==> src/design/omc_defs.vh <==
// Constants for the operating-mode controller.
// Included by omc_mode_ctrl.v; definitions only.
`ifndef OMC_DEFS_VH
`define OMC_DEFS_VH

// Mode encodings reported on o_mode (one-hot state codes)
`define OMC_ST_RESET      6'h01
`define OMC_ST_RUN        6'h02
`define OMC_ST_HALT       6'h04
`define OMC_ST_WAIT       6'h08
`define OMC_ST_LSTOP      6'h10
`define OMC_ST_DSTOP      6'h20

// Debug command classes on i_cmd_class
`define OMC_CMD_MEM       3'h0
`define OMC_CMD_MEM_STAT  3'h1
`define OMC_CMD_CTL_REG   3'h2
`define OMC_CMD_HALT      3'h3
`define OMC_CMD_CPU_REG   3'h4
`define OMC_CMD_TRACE     3'h5
`define OMC_CMD_RESUME    3'h6

// Command answer status
`define OMC_STAT_OK       2'h0
`define OMC_STAT_LOWPWR   2'h1
`define OMC_STAT_REJECT   2'h2

// Reset vector location
`define OMC_RESET_VEC_HI  16'hFFFE
`define OMC_RESET_VEC_LO  16'hFFFF

// Register map (word addresses)
`define OMC_ADDR_SYSOPT   4'h0
`define OMC_ADDR_STATUS   4'h1
`define OMC_ADDR_CCODE    4'h2

// System options field positions and reset value
`define OMC_SYSOPT_STOP_EN  7
`define OMC_SYSOPT_I2C_SEL  1
`define OMC_SYSOPT_UART_SEL 0
`define OMC_SYSOPT_RST      8'h00

// Condition code register: interrupt mask bit and reset value
`define OMC_CCODE_IMASK   3
`define OMC_CCODE_RST     8'h08

// Status register field positions
`define OMC_STAT_ILLOP    7

`endif

==> src/design/omc_mode_ctrl.v <==
// Operating-mode controller of an 8-bit core: run, debug halt, wait, stop.
// Assumes one 100 MHz clock, synchronous inputs, CPU/debug pulses.
`timescale 1ns/100ps
`include "omc_defs.vh"

module omc_mode_ctrl #(
    parameter DW = 8,
    parameter AW = 4
) (
    input  wire          i_clk_sys,
    input  wire          i_arst_n,
    // Register port
    input  wire [AW-1:0] i_addr,
    input  wire [DW-1:0] i_wdata,
    input  wire          i_wr,
    input  wire          i_rd,
    output reg  [DW-1:0] o_rdata,
    // Mode select pin level
    input  wire          i_mode_select_debug_pin,
    // CPU events (one-cycle pulses)
    input  wire          i_software_halt_instruction,
    input  wire          i_sleep_instruction,
    input  wire          i_stop_instruction,
    input  wire          i_deep_stop_sel,
    input  wire          i_irq,
    input  wire          i_wake_event,
    input  wire          i_bp_debug_serial_controller,
    input  wire          i_bp_onchip_breakpoint_unit,
    input  wire          i_cpu_imask_set,
    // Debug command from the serial controller
    input  wire          i_cmd_valid,
    input  wire [2:0]    i_cmd_class,
    output reg           o_cmd_done,
    output reg           o_cmd_exec,
    output reg  [1:0]    o_cmd_status,
    // CPU / power control
    output wire [5:0]    o_mode,
    output reg           o_cpu_clk_en,
    output reg           o_vector_fetch,
    output reg  [15:0]   o_vector_addr,
    output reg           o_irq_stack_start,
    output reg           o_illegal_op_reset,
    output wire          o_sys_clk_en,
    output wire          o_reg_full,
    output wire          o_core_power,
    // Pin routing
    input  wire          i_i2c1_scl_oe,
    input  wire          i_i2c1_sda_oe,
    input  wire          i_uart2_txd_oe,
    output wire [3:0]    o_portf_alt_sel,
    output wire          o_i2c1_alt_loc,
    output wire          o_uart2_alt_loc
);

    localparam ST_RESET = `OMC_ST_RESET;
    localparam ST_RUN   = `OMC_ST_RUN;
    localparam ST_HALT  = `OMC_ST_HALT;
    localparam ST_WAIT  = `OMC_ST_WAIT;
    localparam ST_LSTOP = `OMC_ST_LSTOP;
    localparam ST_DSTOP = `OMC_ST_DSTOP;

    reg [5:0]    state_reg;
    reg [5:0]    state_next;
    reg [DW-1:0] sysopt_reg;
    reg [DW-1:0] ccode_reg;
    reg          illop_reg;
    reg          vec_phase_reg;
    reg          cmd_ok;
    reg          cmd_exec_c;
    reg [1:0]    cmd_stat_c;

    wire halt_cmd = i_cmd_valid && (i_cmd_class == `OMC_CMD_HALT);
    wire go_cmd   = i_cmd_valid && (i_cmd_class == `OMC_CMD_RESUME);
    wire halt_req = halt_cmd || i_software_halt_instruction ||
                    i_bp_debug_serial_controller ||
                    i_bp_onchip_breakpoint_unit;
    wire stop_ok  = sysopt_reg[`OMC_SYSOPT_STOP_EN];

    assign o_mode = state_reg;

    // Command acceptance per mode
    always @* begin
        cmd_ok     = 1'b0;
        cmd_exec_c = 1'b0;
        cmd_stat_c = `OMC_STAT_REJECT;
        case (i_cmd_class)
            `OMC_CMD_MEM, `OMC_CMD_CTL_REG:
                cmd_ok = (state_reg == ST_RUN) ||
                         (state_reg == ST_HALT);
            `OMC_CMD_MEM_STAT:
                cmd_ok = 1'b1;
            `OMC_CMD_HALT:
                // Deep stop cannot honour a halt, so refuse it there
                cmd_ok = (state_reg != ST_RESET) &&
                         (state_reg != ST_DSTOP);
            `OMC_CMD_CPU_REG, `OMC_CMD_TRACE, `OMC_CMD_RESUME:
                cmd_ok = (state_reg == ST_HALT);
            default:
                cmd_ok = 1'b0;
        endcase
        if (cmd_ok) begin
            if (i_cmd_class == `OMC_CMD_MEM_STAT &&
                state_reg != ST_RUN && state_reg != ST_HALT) begin
                cmd_stat_c = `OMC_STAT_LOWPWR;
                cmd_exec_c = 1'b0;
            end else begin
                cmd_stat_c = `OMC_STAT_OK;
                cmd_exec_c = 1'b1;
            end
        end
    end

    // Mode sequencing
    always @* begin
        state_next = state_reg;
        case (state_reg)
            ST_RESET: begin
                if (i_mode_select_debug_pin)
                    state_next = ST_RUN;
                else
                    state_next = ST_HALT;
            end
            ST_RUN: begin
                if (halt_req)
                    state_next = ST_HALT;
                else if (i_sleep_instruction)
                    state_next = ST_WAIT;
                else if (i_stop_instruction && stop_ok)
                    state_next = i_deep_stop_sel ? ST_DSTOP
                                                 : ST_LSTOP;
                else if (i_stop_instruction)
                    state_next = ST_RESET;
            end
            ST_HALT: begin
                if (go_cmd)
                    state_next = ST_RUN;
            end
            ST_WAIT: begin
                if (halt_cmd)
                    state_next = ST_HALT;
                else if (i_irq)
                    state_next = ST_RUN;
            end
            ST_LSTOP: begin
                if (halt_cmd)
                    state_next = ST_HALT;
                else if (i_irq || i_wake_event)
                    state_next = ST_RUN;
            end
            ST_DSTOP: begin
                if (i_wake_event)
                    state_next = ST_RESET;
            end
            default:
                state_next = ST_RESET;
        endcase
    end

    always @(posedge i_clk_sys or negedge i_arst_n) begin
        if (!i_arst_n) begin
            state_reg          <= ST_RESET;
            sysopt_reg         <= `OMC_SYSOPT_RST;
            ccode_reg          <= `OMC_CCODE_RST;
            illop_reg          <= 1'b0;
            vec_phase_reg      <= 1'b0;
            o_rdata            <= {DW{1'b0}};
            o_cmd_done         <= 1'b0;
            o_cmd_exec         <= 1'b0;
            o_cmd_status       <= `OMC_STAT_OK;
            o_cpu_clk_en       <= 1'b0;
            o_vector_fetch     <= 1'b0;
            o_vector_addr      <= 16'h0000;
            o_irq_stack_start  <= 1'b0;
            o_illegal_op_reset <= 1'b0;
        end else begin
            state_reg <= state_next;
            // CPU clocked only in run; halt suspends, wait gates it
            o_cpu_clk_en <= (state_next == ST_RUN);
            // Two-byte reset vector fetch after entering run from reset
            o_vector_fetch <= 1'b0;
            if (state_reg == ST_RESET && state_next == ST_RUN) begin
                o_vector_fetch <= 1'b1;
                o_vector_addr  <= `OMC_RESET_VEC_HI;
                vec_phase_reg  <= 1'b1;
            end else if (vec_phase_reg) begin
                o_vector_fetch <= 1'b1;
                o_vector_addr  <= `OMC_RESET_VEC_LO;
                vec_phase_reg  <= 1'b0;
            end
            o_irq_stack_start <= (state_reg == ST_WAIT) &&
                                 (state_next == ST_RUN);
            o_illegal_op_reset <= (state_reg == ST_RUN) &&
                                  (state_next == ST_RESET);
            // Answer to debug command
            o_cmd_done   <= i_cmd_valid;
            o_cmd_exec   <= i_cmd_valid && cmd_exec_c;
            o_cmd_status <= i_cmd_valid ? cmd_stat_c : `OMC_STAT_OK;
            // Interrupt mask: hardware clear on wait entry wins
            if (state_reg != ST_WAIT && state_next == ST_WAIT)
                ccode_reg[`OMC_CCODE_IMASK] <= 1'b0;
            else if (i_wr && i_addr == `OMC_ADDR_CCODE)
                ccode_reg <= i_wdata;
            else if (i_cpu_imask_set)
                ccode_reg[`OMC_CCODE_IMASK] <= 1'b1;
            if (i_wr && i_addr == `OMC_ADDR_SYSOPT)
                sysopt_reg <= i_wdata;
            // Illegal-op flag: set wins over write-one clear
            if (o_illegal_op_reset)
                illop_reg <= 1'b1;
            else if (i_wr && i_addr == `OMC_ADDR_STATUS &&
                     i_wdata[`OMC_STAT_ILLOP])
                illop_reg <= 1'b0;
            // Read data in the cycle after the strobe
            o_rdata <= {DW{1'b0}};
            if (i_rd) begin
                case (i_addr)
                    `OMC_ADDR_SYSOPT: o_rdata <= sysopt_reg;
                    `OMC_ADDR_STATUS: o_rdata <= {illop_reg, 1'b0,
                                                  state_reg};
                    `OMC_ADDR_CCODE:  o_rdata <= ccode_reg;
                    default:          o_rdata <= {DW{1'b0}};
                endcase
            end
        end
    end

    // Power and clock indications
    assign o_sys_clk_en = (state_reg != ST_LSTOP) &&
                          (state_reg != ST_DSTOP);
    assign o_reg_full   = o_sys_clk_en;
    assign o_core_power = (state_reg != ST_DSTOP);

    // Pin routing
    assign o_i2c1_alt_loc  = sysopt_reg[`OMC_SYSOPT_I2C_SEL];
    assign o_uart2_alt_loc = sysopt_reg[`OMC_SYSOPT_UART_SEL];

    // Port F line n given to its peripheral when that peripheral drives at its default location; line 1 whenever UART2 is at its default location
    genvar gi;
    generate
        for (gi = 0; gi < 4; gi = gi + 1) begin : g_pf
            wire per_en;
            if (gi == 0) begin : g_tx
                assign per_en = !o_uart2_alt_loc && i_uart2_txd_oe;
            end else if (gi == 1) begin : g_rx
                assign per_en = !o_uart2_alt_loc;
            end else if (gi == 2) begin : g_scl
                assign per_en = !o_i2c1_alt_loc && i_i2c1_scl_oe;
            end else begin : g_sda
                assign per_en = !o_i2c1_alt_loc && i_i2c1_sda_oe;
            end
            assign o_portf_alt_sel[gi] = per_en;
        end
    endgenerate

endmodule

==> config.mk <==
export PLATFORM = sky130hd
export DESIGN_NAME = omc_mode_ctrl
export DESIGN_NICKNAME = d
export VERILOG_FILES = /design/src/design/omc_mode_ctrl.v
export VERILOG_INCLUDE_DIRS = /design/src /design/src/design
export SDC_FILE = /design/constraint.sdc
export NUM_CORES = 1
export LEC_CHECK = 0
export BUFFER_PORTS_ARGS = -buffer_cell sky130_fd_sc_hd__buf_4
export CELL_PAD_IN_SITES_DETAIL_PLACEMENT = 1
export CELL_PAD_IN_SITES_GLOBAL_PLACEMENT = 1
export CORE_MARGIN = 1.5
export CORE_UTILIZATION = 30
export CTS_CLUSTER_DIAMETER = 100
export DETAILED_ROUTE_END_ITERATION = 8
export PLACE_DENSITY_LB_ADDON = 0.1
export SYNTH_ARGS = -nofsm -noshare
export SYNTH_HDL_FRONTEND = slang
export SYNTH_SLANG_ARGS = --single-unit
==> constraint.sdc <==
create_clock -name i_clk_sys -period 2.2 [get_ports i_clk_sys]
set_clock_uncertainty 0.1 [all_clocks]
set_input_delay 0.11 -clock i_clk_sys [delete_from_list [all_inputs] [get_ports i_clk_sys]]
set_output_delay 0.11 -clock i_clk_sys [all_outputs]
set_load 0.01 [all_outputs]
* Yosys cells after proc, flatten, opt, wreduce, memory -nomap -nowiden
Cells that the tools add are included.
** Word-level totals
- Register bits after elaboration :: 56
- Output and inout bits :: 47
- Logic and storage cells :: 104
** Cells by class
- Equality and inequality tests :: 23
- Mux-type cells :: 31
- Bitwise gates (word level) :: 1
- Reductions and logical operators :: 34
** Operators by type and width (number)
- two-way mux 6 bit :: 11
- case mux 6 bit (6 select lines) :: 1
- two-way mux 16 bit :: 2
- case mux 8 bit (3 select lines) :: 1
- logical AND 1 bit :: 19
- equality test 6 x 1 -> 1 bit, second input constant :: 2
- equality test 6 x 2 -> 1 bit, second input constant :: 2
- equality test 6 x 4 -> 1 bit, second input constant :: 2
- two-way mux 1 bit :: 11
- equality test 3 bit, second input constant :: 3
- two-way mux 8 bit :: 1
- equality test 3 x 2 -> 1 bit, second input constant :: 2
- equality test 6 x 3 -> 1 bit, second input constant :: 1
- equality test 6 x 5 -> 1 bit, second input constant :: 1
- equality test 6 bit, second input constant :: 1
- inequality test 6 x 1 -> 1 bit, second input constant :: 1
- inequality test 6 x 2 -> 1 bit, second input constant :: 1
- inequality test 6 x 3 -> 1 bit, second input constant :: 1
- inequality test 6 x 4 -> 1 bit, second input constant :: 1
- inequality test 6 x 5 -> 1 bit, second input constant :: 1
- inequality test 6 bit, second input constant :: 1
- logical OR 1 bit :: 5
- equality test 4 x 1 -> 1 bit, second input constant :: 1
- equality test 4 x 2 -> 1 bit, second input constant :: 1
- 13 further kinds :: 16

* Longest topological paths before layout
- Depth after elaboration :: 11
- Mapped depth :: 5

* Worst setup path after synthesis
Ideal clock, no wire load.
- Path kind :: register to register
- Start :: register state_reg[5], in the netlist o_mode[5]
- End :: register ccode_reg[0]
- Arrival time :: 1.891 ns
- Setup slack :: 0.084 ns
- Stages on the path, launching flop included :: 6
- Buffers on the path :: 1
- Cell sequence :: dfrtp_1 buf_6 or4_4 nor4_4 nor2_2 mux2_4
** Between the ends
- Longest elaborated chain between the ends :: 9
- Elaborated cells on any way between the ends :: 22
** RTL lines
- start, declared :: line omc_mode_ctrl.v:62 : reg [5:0] state_reg;
- start signal, assigned :: line omc_mode_ctrl.v:176 : state_reg <= state_next;
- two-way mux 6 bit :: line omc_mode_ctrl.v:131 : else if (i_stop_instruction)
- two-way mux 6 bit :: line omc_mode_ctrl.v:128 : else if (i_stop_instruction && stop_ok)
- two-way mux 6 bit :: line omc_mode_ctrl.v:126 : else if (i_sleep_instruction)
- two-way mux 6 bit :: line omc_mode_ctrl.v:124 : if (halt_req)
- case mux 6 bit (6 select lines) :: line omc_mode_ctrl.v:116 : case (state_reg)
- equality test 6 x 4 -> 1 bit :: line omc_mode_ctrl.v:199 : if (state_reg != ST_WAIT && state_next == ST_WAIT)
- logical AND 1 bit * :: line omc_mode_ctrl.v:199
- NOT 1 bit (no line) *
- AND reduction 2 bit (no line) *
- end signal, assigned :: line omc_mode_ctrl.v:163 : ccode_reg <= `OMC_CCODE_RST;
- end signal, assigned :: line omc_mode_ctrl.v:202 : ccode_reg <= i_wdata;
- end, declared :: line omc_mode_ctrl.v:65 : reg [DW-1:0] ccode_reg;
Every way passes the cells marked *; elsewhere a longest branch is shown, timed or not.
A chain may end at the register's enable or synchronous reset.

* Final worst setup path
- Start :: register state_reg[5], in the netlist o_mode[5]
- End :: register ccode_reg[2]
The elaborated chain is that of the path after synthesis.

==> impl_metrics.yaml <==
status:
  status: "completed"
worst_setup_path:
  cp_data_arrival_time_ps: 2090
  cp-start-kind: "flip-flop"
  cp-end-kind: "flip-flop"
  worst-path-max-fanout: 7
  cp_data_required_time_ps: 2280
  critPathKind: "flip-flop to flip-flop"
logic_synthesis:
  ys.flop_type: "dfrtp_1"
  syn_nets: 235
  yosysWarnings: 0
  ys_seq_area_share_pct: 48.4
  syn_area_sq_um: 2180
  ys_types: 48
  synthArstFlopShare_pct: 100
  synthesis.instances: 202
  ys_ff_latch: 42
  synth_edf_count: 0
  post_synth.cell_area_avg_sq_um: 10.8
die:
  rows: 30
  start_util_pct: 31.5
  die_w_microns: 88.2
  die_h_microns: 88.2
  die_area_sq_um: 7780
  core_area_sq_um: 6910
  pin_count: 80
clocking:
  cts_tree: "yes"
  clk_latency_ps: 290
  clkSinkCount: 42
  htreeDepth: 2
  clock_path_buffers: 2
  post-cts-setup-buffers: 0
  cts_buffers: 5
  clkTransAtPathRegs_ps: 80
  cts-root-buf: "clkbuf_8"
global_routing:
  grt_max_degree: 43
  grt.busiest_layer: "met2"
  grt_pass1_wl_microns: 9050
  antenna_found_initial: 0
  grt_pass1_vias: 1817
  use_met3_pct: 3.39
  met2_usage_pct: 24.8
  use_met1_pct: 20.4
  grt.overflow.total: 0
  grt_util_all_layers_pct: 15.3
placed_design:
  portBuffers: 79
  dp_hpwl_microns: 4130
  gp_congestion: 0.796
drt:
  postRouteAntennaNets: 0
  avgViaCountPerCell: 4.70
  wl_per_cell_microns: 14.5
  firstDrtPassIters: 4
  drc: 0
  drtIter0Drc: 33
  via_count: 1789
  totalWireLength_microns: 5540
pwr:
  vdd_drop_max_mv: 0.279
  p_leak_nw: 1.44
  powerDensity_nw_per_um2: 762
timing:
  setup_viol: 0
  min_period_ps: 2010
  maxSlewViolCount: 0
  tightest_slew_ps: 603
  fmax_ghz: 0.497
  timing.final.crit_share_pct: 91.5
  hold_viol_final: 0
  maxSlewHeadroom_pct: 59.7
  hold_slack_ps: 22.0
  fin_tns_setup_ps: 0
  rsz0062_at_grt: "false"
layout:
  syn2layout_area_growth_pct: 38.4
  nFillCells: 798
  drive_gt1_share_pct: 41.4
  fin_nets: 317
  antenna_cells: 0
hold_path:
  hold_class: "input port to flip-flop"
run:
  maxCapViolations: 0
==> cells by family after synthesis <==
group | count (synthesis) | synth area share (%)
XOR/XNOR | 4 | 1.61
AND/OR/NAND/NOR | 74 | 19.6
buffers and inverters | 31 | 9.02
flip-flops | 42 | 48.4
AO/OA/AOI/OAI | 27 | 8.28
multiplexers | 24 | 13.1
==> synth_stat cells, drive strengths merged (2+ instances only) <==
cell type	instances	area [sq um]
a21o	3	22.5
a21oi	8	40.0
and3	2	12.5
and4b	2	20.0
buf	21	159
clkbuf	7	26.3
dfrtp	40	1000
dfstp	2	52.6
inv	3	11.3
mux2	15	195
mux2i	9	90.1
nand2	6	22.5
nand2b	3	18.8
nand3	4	20.0
nand4	2	12.5
nor2	27	104
nor2b	5	31.3
nor3	6	35.0
nor4	4	40.0
o211ai	4	30.0
o21a	2	15.0
o21ai	2	10.0
or2	2	12.5
or3	2	12.5
or4	3	26.3
xnor2	2	17.5
xor2	2	17.5
==> power breakdown <==
group / internal [mW] / switching [mW]
clock network: 0.224 / 0.264
logic: 0.404 / 0.377
registers: 0.920 / 0.109
total: 1.55 / 0.749
==> stage by stage <==
step | utilization (%) | power [mW] | std cells | setup WS, ps | cell area (sq um)
after floorplan | - | 1.49 | 202 | 83.9 | 2180
after global placement | 39.9 | 1.80 | 356 | 233 | 2760
after detailed placement | 39.9 | 1.81 | 356 | 175 | 2760
after CTS | 43.6 | 2.33 | 381 | 165 | 3010
after global routing | 43.6 | 2.46 | 381 | 87.2 | 3010
final | 43.6 | 2.30 | 381 | 187 | 3010
==> what timing repair did <==
action | 4_1_cts | 5_1_grt
hold buffers | 17 | 0
gates resized for setup | 0 | 0
endpoints found under the hold margin | 63 | 0
==> path summary, 6_finish.rpt <==
kind	end	cells past startpoint	from	slack [ps]
worst max-delay path	ccode_reg[2]$_DFFE_PN0P_	4	o_mode[5]$_DFF_PN0_	190
worst min-delay path	o_cmd_exec$_DFF_PN0_	3	i_cmd_class[2]	20
worst max register to register	ccode_reg[2]$_DFFE_PN0P_	4	o_mode[5]$_DFF_PN0_	190
worst min register to register	illop_reg$_DFFE_PN0P_	1	o_illegal_op_reset$_DFF_PN0_	390
max in group asynchronous	ccode_reg[3]$_DFFE_PN1P_	2	i_arst_n	1390
min in group asynchronous	o_cmd_status[0]$_DFF_PN0_	2	i_arst_n	240
==> final cells by class <==
class,instances,area [sq um],area share [%]
flip-flops and latches,42,1050,35.0
multi-input cells,129,927,30.8
repair buffers,103,816,27.1
well taps,96,120,3.99
clock buffers,6,72.6,2.41
clock inverters,2,13.8,0.457
inverters,3,11.3,0.374
==> routing by layer <==
layer  up-vias  part of all wire [%]  wire [microns]
li1        853                     -               -
met1       861                    46            2570
met2        66                    46            2570
met3         9                   5.7             318
met4         0                   1.6              88
met5         -                     0               0
==> placed cells by master (no fill, tap or decap), drive strengths merged, types with 6 or more instances in the layout <==
cell type	netlist	layout
buf	21	86
dfrtp	40	40
nor2	27	27
dlygate4sd3	0	17
mux2	15	15
mux2i	9	9
a21oi	8	8
nand2	6	6
nor3	6	6
clkbuf	7	6
==> worst max-delay path, cell delays in order, from the launching register on <==
cell and delay [ps]:
dfrtp_1 390, or4_4 580, nor4_4 330, nor2_2 180, mux2_4 330
No activity file was read; power rests on OpenSTA's default activity.
